<file path="src/rtl/rgfs_pkg.sv">
// rgfs_pkg: shared constants and types for the read gate / focus sequencer
// What this block does
// trigger sensor edge opens read interval
// start command also opens read interval
// auto-pulse generates gate from on/off counts
// stop by trigger, command, timer or condition
// learn background, detect object by deviation
// environment keeps one object per cycle
// refocus from park, apply time/distance hold-off
// focus target is distance plus offset
// eight stored distance configurations, any order
// switching input selects among two stages
// command or timer steps eight levels
// mirror dead centres act as switch events
// assignment table maps step to configuration
// redundant start or stray stop ignored
`default_nettype none
package rgfs_pkg;
    localparam int DIST_W   = 16;
    localparam int CNT_W    = 24;
    localparam int STEP_W   = 3;
    localparam int N_CFG    = 8;
    localparam logic [STEP_W-1:0] STEP_ZERO = 3'h0;
    localparam logic [STEP_W-1:0] STEP_MAX  = 3'h7;
    localparam logic [STEP_W-1:0] STEP_TWO_MAX = 3'h1;
    localparam logic [CNT_W-1:0]  CNT_ONE   = 24'h000001;
    localparam logic [CNT_W-1:0]  CNT_ZERO  = 24'h000000;
    localparam logic [DIST_W-1:0] DIST_ZERO = 16'h0000;
    // start source select
    localparam logic [1:0] SRC_SENSOR = 2'h0;
    localparam logic [1:0] SRC_CMD    = 2'h1;
    localparam logic [1:0] SRC_AUTO   = 2'h2;
    // stop source enables (bit positions)
    localparam int STOP_TRIG = 0;
    localparam int STOP_CMD  = 1;
    localparam int STOP_TMR  = 2;
    localparam int STOP_COND = 3;
    // focus mode and switch source
    localparam logic [1:0] FSW_INPUT  = 2'h0;
    localparam logic [1:0] FSW_CMD    = 2'h1;
    localparam logic [1:0] FSW_TIMER  = 2'h2;
    localparam logic [1:0] FSW_MIRROR = 2'h3;

    typedef enum logic [1:0] {
        RGFS_IDLE  = 2'b00,
        RGFS_OPEN  = 2'b01,
        RGFS_LEARN = 2'b10
    } rgfs_gate_type;

    typedef struct packed {
        logic [1:0]       start_src;
        logic [3:0]       stop_en;
        logic [CNT_W-1:0] gate_time;
        logic [CNT_W-1:0] auto_on;
        logic [CNT_W-1:0] auto_off;
    } rgfs_gate_cfg_type;

    typedef struct packed {
        logic              auto_focus;
        logic [1:0]        sw_src;
        logic [DIST_W-1:0] park;
        logic [DIST_W-1:0] offset;
        logic [DIST_W-1:0] diff_thr;
        logic [DIST_W-1:0] hyst;
        logic [CNT_W-1:0]  hold_time;
        logic [CNT_W-1:0]  step_time;
    } rgfs_focus_cfg_type;
endpackage : rgfs_pkg
`default_nettype wire

</file>
<file path="src/rtl/rgfs_auto_pulse.sv">
// rgfs_auto_pulse: internal periodic gate with programmable on/off counts
`default_nettype none
module rgfs_auto_pulse
    import rgfs_pkg::*;
(
    input  wire logic             ref_clk,
    input  wire logic             rst,
    input  wire logic             enable,
    input  wire logic [CNT_W-1:0] on_cnt,
    input  wire logic [CNT_W-1:0] off_cnt,
    output logic                  pulse_on
);
    logic [CNT_W-1:0] cnt;
    logic             phase_on;
    wire  [CNT_W-1:0] limit   = phase_on ? on_cnt : off_cnt;
    wire              at_end  = (cnt + CNT_ONE) >= limit;


    always_ff @(posedge ref_clk or posedge rst) begin
        if (rst) begin
            cnt      <= CNT_ZERO;
            phase_on <= 1'b0;
        end else if (!enable) begin
            cnt      <= CNT_ZERO;
            phase_on <= 1'b0;
        end else if (at_end) begin
            cnt      <= CNT_ZERO;
            phase_on <= ~phase_on;
        end else begin
            cnt      <= cnt + CNT_ONE;
        end
    end
    assign pulse_on = phase_on;
endmodule : rgfs_auto_pulse
`default_nettype wire

</file>
<file path="src/rtl/rgfs_top.sv">
// rgfs_top: read gate control and focus position sequencing
`default_nettype none
module rgfs_top
    import rgfs_pkg::*;
(
    input  wire logic               ref_clk,
    input  wire logic               rst,
    input  wire rgfs_gate_cfg_type  gate_cfg,
    input  wire rgfs_focus_cfg_type focus_cfg,
    input  wire logic               trig_sensor,
    input  wire logic               cmd_start,
    input  wire logic               cmd_stop,
    input  wire logic               eval_cond,
    input  wire logic               learn_req,
    input  wire logic               dist_valid,
    input  wire logic [DIST_W-1:0]  dist_meas,
    input  wire logic               switch_in,
    input  wire logic               cmd_focus_step,
    input  wire logic               mirror_dead_ctr,
    input  wire logic               cfg_wr,
    input  wire logic [STEP_W-1:0]  cfg_wr_idx,
    input  wire logic [DIST_W-1:0]  cfg_wr_dist,
    input  wire logic               map_wr,
    input  wire logic [STEP_W-1:0]  map_wr_step,
    input  wire logic [STEP_W-1:0]  map_wr_cfg,
    output logic                    read_gate,
    output logic                    gate_open_pulse,
    output logic                    gate_close_pulse,
    output logic                    bg_learned,
    output logic                    object_seen,
    output logic [DIST_W-1:0]       focus_pos,
    output logic [STEP_W-1:0]       focus_step
);
    // =========================================================
    // gate sequencing
    rgfs_gate_type    state;
    rgfs_gate_type    next_state;
    logic             trig_d;
    logic             auto_d;
    logic [CNT_W-1:0] gate_cnt;
    logic             auto_pulse;

    rgfs_auto_pulse u_auto (
        .ref_clk  (ref_clk),
        .rst      (rst),
        .enable   (gate_cfg.start_src == SRC_AUTO),
        .on_cnt   (gate_cfg.auto_on),
        .off_cnt  (gate_cfg.auto_off),
        .pulse_on (auto_pulse)
    );

    wire trig_rise = trig_sensor & ~trig_d;
    wire trig_fall = ~trig_sensor & trig_d;
    wire auto_rise = auto_pulse & ~auto_d;
    wire auto_fall = ~auto_pulse & auto_d;
    wire is_open   = (state == RGFS_OPEN);

    // sensor object arrival or command, or auto pulse rising
    wire start_ev = (gate_cfg.start_src == SRC_SENSOR) ? trig_rise :
                    (gate_cfg.start_src == SRC_CMD)    ? cmd_start :
                    (gate_cfg.start_src == SRC_AUTO)   ? auto_rise : 1'b0;
    wire src_end  = (gate_cfg.start_src == SRC_AUTO) ? auto_fall : trig_fall;
    wire tmr_end  = (gate_cnt + CNT_ONE) >= gate_cfg.gate_time;
    wire stop_ev  = (gate_cfg.stop_en[STOP_TRIG] & src_end)
                  | (gate_cfg.stop_en[STOP_CMD]  & cmd_stop)
                  | (gate_cfg.stop_en[STOP_TMR]  & tmr_end)
                  | (gate_cfg.stop_en[STOP_COND] & eval_cond);

    // learning only outside a read interval; start while open ignored
    always_comb begin
        next_state = state;
        case (state)
            RGFS_IDLE: begin
                if (learn_req)
                    next_state = RGFS_LEARN;
                else if (start_ev)
                    next_state = RGFS_OPEN;
            end
            RGFS_OPEN: begin
                if (stop_ev)
                    next_state = RGFS_IDLE;
            end
            RGFS_LEARN: begin
                if (dist_valid)
                    next_state = RGFS_IDLE;
            end
            default: next_state = RGFS_IDLE;
        endcase
    end

    always_ff @(posedge ref_clk or posedge rst) begin
        if (rst) begin
            state            <= RGFS_IDLE;
            trig_d           <= 1'b0;
            auto_d           <= 1'b0;
            gate_cnt         <= CNT_ZERO;
            gate_open_pulse  <= 1'b0;
            gate_close_pulse <= 1'b0;
        end else begin
            state            <= next_state;
            trig_d           <= trig_sensor;
            auto_d           <= auto_pulse;
            gate_cnt         <= is_open ? gate_cnt + CNT_ONE : CNT_ZERO;
            gate_open_pulse  <= (state != RGFS_OPEN) && (next_state == RGFS_OPEN);
            gate_close_pulse <= is_open && (next_state != RGFS_OPEN);
        end
    end
    assign read_gate = is_open;

    // =========================================================
    // autofocus: background learning and object detection
    logic [DIST_W-1:0] bg_dist;
    logic [DIST_W-1:0] last_target;
    logic [CNT_W-1:0]  hold_cnt;
    logic [DIST_W-1:0] af_focus;

    wire [DIST_W-1:0] diff_bg = (dist_meas > bg_dist) ? dist_meas - bg_dist
                                                       : bg_dist - dist_meas;
    wire obj_det      = bg_learned & dist_valid & (diff_bg > focus_cfg.diff_thr);
    wire [DIST_W-1:0] target = dist_meas + focus_cfg.offset;
    wire [DIST_W-1:0] tgt_delta = (target > last_target) ? target - last_target
                                                          : last_target - target;
    wire hold_done    = hold_cnt == CNT_ZERO;
    wire move_ok      = hold_done & (tgt_delta > focus_cfg.hyst);

    always_ff @(posedge ref_clk or posedge rst) begin
        if (rst) begin
            bg_dist     <= DIST_ZERO;
            bg_learned  <= 1'b0;
            object_seen <= 1'b0;
            last_target <= DIST_ZERO;
            hold_cnt    <= CNT_ZERO;
            af_focus    <= DIST_ZERO;
        end else begin
            if (state == RGFS_LEARN && dist_valid) begin
                bg_dist    <= dist_meas;
                bg_learned <= 1'b1;
            end
            object_seen <= obj_det & is_open;
            if (gate_open_pulse) begin
                af_focus    <= focus_cfg.park;
                last_target <= focus_cfg.park;
                hold_cnt    <= CNT_ZERO;
            end else if (is_open && obj_det && move_ok) begin
                af_focus    <= target;
                last_target <= target;
                hold_cnt    <= focus_cfg.hold_time;
            end else if (!hold_done) begin
                hold_cnt    <= hold_cnt - CNT_ONE;
            end
        end
    end

    // =========================================================
    // switched focus: stored configs, assignment table, step source
    logic [DIST_W-1:0] cfg_dist [N_CFG];
    logic [STEP_W-1:0] step_map [N_CFG];
    logic [STEP_W-1:0] step;
    logic [CNT_W-1:0]  step_cnt;
    logic              mirror_d;

    function automatic logic [STEP_W-1:0] rgfs_wrap(input logic [STEP_W-1:0] s,
                                                    input logic [STEP_W-1:0] top);
        rgfs_wrap = (s >= top) ? STEP_ZERO : s + 3'h1;
    endfunction : rgfs_wrap

    wire mirror_ev = mirror_dead_ctr & ~mirror_d;
    wire tmr_ev    = (step_cnt + CNT_ONE) >= focus_cfg.step_time;
    wire adv_ev    = (focus_cfg.sw_src == FSW_CMD)    ? cmd_focus_step :
                     (focus_cfg.sw_src == FSW_TIMER)  ? tmr_ev :
                     (focus_cfg.sw_src == FSW_MIRROR) ? mirror_ev : 1'b0;
    wire [STEP_W-1:0] in_step = switch_in ? STEP_TWO_MAX : STEP_ZERO;

    genvar gi;
    generate
        for (gi = 0; gi < N_CFG; gi++) begin : g_tab
            always_ff @(posedge ref_clk or posedge rst) begin
                if (rst) begin
                    cfg_dist[gi] <= DIST_ZERO;
                    step_map[gi] <= STEP_W'(gi);
                end else begin
                    if (cfg_wr && cfg_wr_idx == STEP_W'(gi))
                        cfg_dist[gi] <= cfg_wr_dist;
                    if (map_wr && map_wr_step == STEP_W'(gi))
                        step_map[gi] <= map_wr_cfg;
                end
            end
        end
    endgenerate

    always_ff @(posedge ref_clk or posedge rst) begin
        if (rst) begin
            step     <= STEP_ZERO;
            step_cnt <= CNT_ZERO;
            mirror_d <= 1'b0;
        end else begin
            mirror_d <= mirror_dead_ctr;
            step_cnt <= (tmr_ev || !is_open) ? CNT_ZERO : step_cnt + CNT_ONE;
            if (focus_cfg.sw_src == FSW_INPUT)
                step <= in_step;
            else if (gate_open_pulse)
                step <= STEP_ZERO;
            else if (is_open && adv_ev)
                step <= rgfs_wrap(step, STEP_MAX);
        end
    end

    wire [DIST_W-1:0] sw_focus = cfg_dist[step_map[step]];

    always_ff @(posedge ref_clk or posedge rst) begin
        if (rst) begin
            focus_pos  <= DIST_ZERO;
            focus_step <= STEP_ZERO;
        end else begin
            focus_pos  <= focus_cfg.auto_focus ? af_focus : sw_focus;
            focus_step <= step;
        end
    end
endmodule : rgfs_top
`default_nettype wire

</file>
<file path="config.mk">
export PLATFORM = sky130hd
export DESIGN_NAME = rgfs_top
export DESIGN_NICKNAME = d
export VERILOG_FILES = /design/src/rtl/rgfs_pkg.sv /design/src/rtl/rgfs_auto_pulse.sv /design/src/rtl/rgfs_top.sv
export SDC_FILE = /design/constraint.sdc
export NUM_CORES = 1
export LEC_CHECK = 0
export BUFFER_PORTS_ARGS = -buffer_cell sky130_fd_sc_hd__buf_2
export CORE_UTILIZATION = 45
export CTS_BUF_LIST = sky130_fd_sc_hd__clkbuf_4
export CTS_CLUSTER_SIZE = 14
export DETAILED_ROUTE_END_ITERATION = 10
export PLACE_DENSITY = 0.72
export SETUP_SLACK_MARGIN = 0.02
export SLEW_MARGIN = 20
export SYNTH_ARGS = -nofsm -noshare
export SYNTH_HDL_FRONTEND = slang
export SYNTH_SLANG_ARGS = --single-unit
</file>
<file path="constraint.sdc">
create_clock -name ref_clk -period 16.7 [get_ports ref_clk]
set_clock_uncertainty 0.15 [all_clocks]
set_input_delay 2.505 -clock ref_clk [delete_from_list [all_inputs] [get_ports ref_clk]]
set_output_delay 2.505 -clock ref_clk [all_outputs]
set_load 0.02 [all_outputs]
</file>
==> results.json <==
{
  "hold_end": "state[1]$_DFF_PP0_",
  "yosysTopAreaCell": "dfrtp_1",
  "power.internal_mw": 1.875,
  "power.switching_mw": 1.219,
  "die_w_um": 216.6,
  "setup.worst_path.class": "primary input to flop",
  "cp.buffers_inverters": 2,
  "cts_setup_buffers": 0,
  "worstPathArrival_ps": 10380,
  "port_buffers": 270,
  "fmax_mhz": 100.8,
  "rr_worst_depth": 20,
  "drt-met1-wl_um": 23820,
  "wl_um": 54450,
  "worstReg2RegStart": "af_focus[9]$_DFFE_PP0P_",
  "track_usage_pct": 23.25,
  "yosys.cell_count.top_type": "dfrtp_1",
  "finalCritPeriodShare_pct": 59.43,
  "synth_edf_count": 0,
  "status": "finished clean",
  "synthCells": 2094,
  "ys_ff_latch": 312,
  "synthesis.area_um2": 20720,
  "drv_slew": 0,
  "syn_avg_cell_area_um2": 9.895,
  "critPathMaxFanout": 44,
  "overflow": 0,
  "fin_nets": 2826,
  "comb_power_share_pct": 44.7,
  "timing.setup.tns_ps": 0,
  "area_growth_pct": 15.05,
  "cellLeakagePower_nw": 12.05,
  "power.density_nw_per_um2": 129.8,
  "design_area_um2": 23840,
  "htree_levels": 3,
  "ys_seq_area_share_pct": 37.75,
  "hold_buffers": 0,
  "r2r-end": "hold_cnt[20]$_DFFE_PP0P_",
  "place_ws_ps": 6133,
  "yosys_most_used_dff": "dfrtp_1",
  "worst_ir_drop_vdd_mv": 0.06490,
  "worst_path_max_delay_cell": "a21o_1",
  "slew_headroom_pct": 28.29,
  "max-cap-violations": 0,
  "antenna_found_initial": 9,
  "root_buffer": "clkbuf_4",
  "met2_length_um": 25920,
  "rsz0062_at_grt": "false",
  "die_h_um": 216.6,
  "rows": 78,
  "drtPass1Iterations": 8,
  "async_reset_ff_share_pct": 100.0,
  "yosysTopAreaCellShare_pct": 36.23,
  "hold_viol": 0,
  "cts_tree": "built",
  "yosys.cell_types.count": 73,
  "placed_area_um2": 22710,
  "path_clk_slew_ps": 60,
  "grt_first_pass_wirelength_um": 87300,
  "grt_pass1_vias": 17120,
  "synth.area.top_cells": "dfrtp_1, ha_1, mux2_2",
  "synthTopCellsByCount": "dfrtp_1, ha_1, inv_1, mux2_2, nand2_1",
  "vias": 16810,
  "hold_depth": 1,
  "max_slew.worst_pin.slew_ps": 1072,
  "setup_ws_ps": 6775,
  "r2r_slack_ps": 9880,
  "post-route-min-period_ps": 9925,
  "cts.sinks": 312,
  "worst_path_largest_cell_delay_ps": 760,
  "cts_inserted_buffers": 87,
  "grt_max_degree": 167,
  "dp_hpwl_um": 39850,
  "cpMostUsedCell": "a21o_1",
  "drt-wirelength-per-cell_um": 17.82,
  "drtIter0Drc": 1183,
  "swShare_pct": 39.40,
  "core_area_um2": 45380,
  "start_kind": "primary input",
  "place_congestion": 0.9540,
  "cts_resized": 0,
  "wl_met3_um": 2873,
  "seq_power_share_pct": 32.7,
  "nFillCells": 4116,
  "insertion_delay_ps": 790,
  "ant_nets": 0,
  "cts_buffer_depth": 3,
  "fp.dieArea_um2": 46910,
  "setup_viol": 0,
  "yosysWarnings": 0,
  "min-delay-start": "state[0]$_DFF_PP0_",
  "maxUsedRoutingLayer": "met5",
  "cp-end-kind": "flop",
  "cp.required_ps": 17150,
  "via_per_inst": 5.503,
  "cp_top_family": "compound AO/OA/AOI/OAI gates",
  "top_level_ports": 271,
  "final_layout_size_suffix_gt1_share_pct": 25.98,
  "clock_power_share_pct": 22.6,
  "min_path_type": "flop to flop",
  "drcViolationCount": 0,
  "initial_core_util_pct": 45.66,
  "synth_nets": 2534
}
[layout by cell type, fill, tap and decap left out, drive strengths merged, types with 12 or more instances in the layout]
master and count:
ha 188, o21ai 85, o21bai 15, a21o 61, mux2 165, dfstp 12
buf 287, clkinv 21, mux2i 60, a211oi 74, nor2b 40, a31oi 25
xor2 66, xnor2 64, a21oi 94, clkbuf 125, a311oi 16, dfrtp 300
nor2 90, nand2 140, and3 44, nand2b 16, and2 62, nand3 46
inv 170, nand4 33, nor3 25
[kinds of logic after synthesis]
kind of cell,synth area share (%)
muxes,12.54
adders and majority gates,11.84
buffers and inverters,4.662
AOI/OAI and AO/OA,13.99
and+or+nand+nor,13.73
DFF,37.75
xor gates and xnor gates,5.495
[layer usage]
metal | up-vias | track usage, %
met5 | - | 0
met4 | 4 | 9.296
met3 | 115 | 4.716
met2 | 439 | 38.65
met1 | 8163 | 29.53
li1 | 8092 | -
[sequential cells by signal, indices dropped and copies added, names as in the netlist, 16 cells and up]
name and cells:
step_cnt 24, bg_dist 16, cfg_dist 128, focus_pos 16, gate_cnt 24, hold_cnt 24
u_auto.cnt 24, af_focus 16, step_map 24
[power groups by stage]
stage	Sequential [mW]	Clock, mW	Combinational [mW]
2_1_floorplan	1.02	0	1.01
4_1_cts	1.01	0.725	1.37
3_5_place_dp	1.02	0	1.37
5_1_grt	1.03	0.763	1.53
3_3_place_gp	1.02	0	1.33
6_report	1.01	0.698	1.38
[worst reg2reg max path: cells and delay by family, from the launching register on]
| family | cells | cell delay [ps] |
|---|---|---|
| AO/OA/AOI/OAI | 9 | 3030 |
| AND/OR/NAND/NOR | 5 | 1020 |
| adder cells (fa/ha/maj) | 2 | 800 |
| buffers and inverters | 2 | 660 |
| multiplexers | 1 | 450 |
| flip-flops | 1 | 370 |
| XOR/XNOR | 1 | 170 |
[stage by stage]
stage	instances	utilization [%]	hold WS (ps)	power (mW)
6_report	3055	52.53	332.9	3.094
5_1_grt	3053	52.52	355.1	3.330
4_1_cts	3047	52.44	335.8	3.111
3_5_place_dp	2896	50.04	313.2	2.391
3_3_place_gp	2896	50.04	306.1	2.348
2_1_floorplan	2094	-	201.9	2.026
[worst max path at each step]
stage / slack (ps) / end / start / cells past startpoint
finish: 6770 / hold_cnt[20]$_DFFE_PP0P_ / dist_meas[1] / 27
global route: 6230 / hold_cnt[20]$_DFFE_PP0P_ / dist_meas[1] / 27
CTS: 6950 / hold_cnt[20]$_DFFE_PP0P_ / dist_meas[1] / 27
detailed placement: 6130 / hold_cnt[20]$_DFFE_PP0P_ / dist_meas[0] / 28
global placement: 6380 / hold_cnt[18]$_DFFE_PP0P_ / dist_meas[0] / 28
floorplan: 5440 / af_focus[0]$_DFFE_PP0P_ / rst / 1
[final cells by class]
cell class                 count  area (um2)  area share, %
inverter                     167       639.4          2.682
clock inverter                26       150.1         0.6299
tap                          600       750.7          3.149
sequential                   312        7823          32.82
antenna                        7       17.52        0.07348
timing repair buffer         287        1495          6.272
clock buffer                 125       938.4          3.937
multi-input combinational   1531       12020          50.44
No activity file was read; power rests on OpenSTA's default activity.
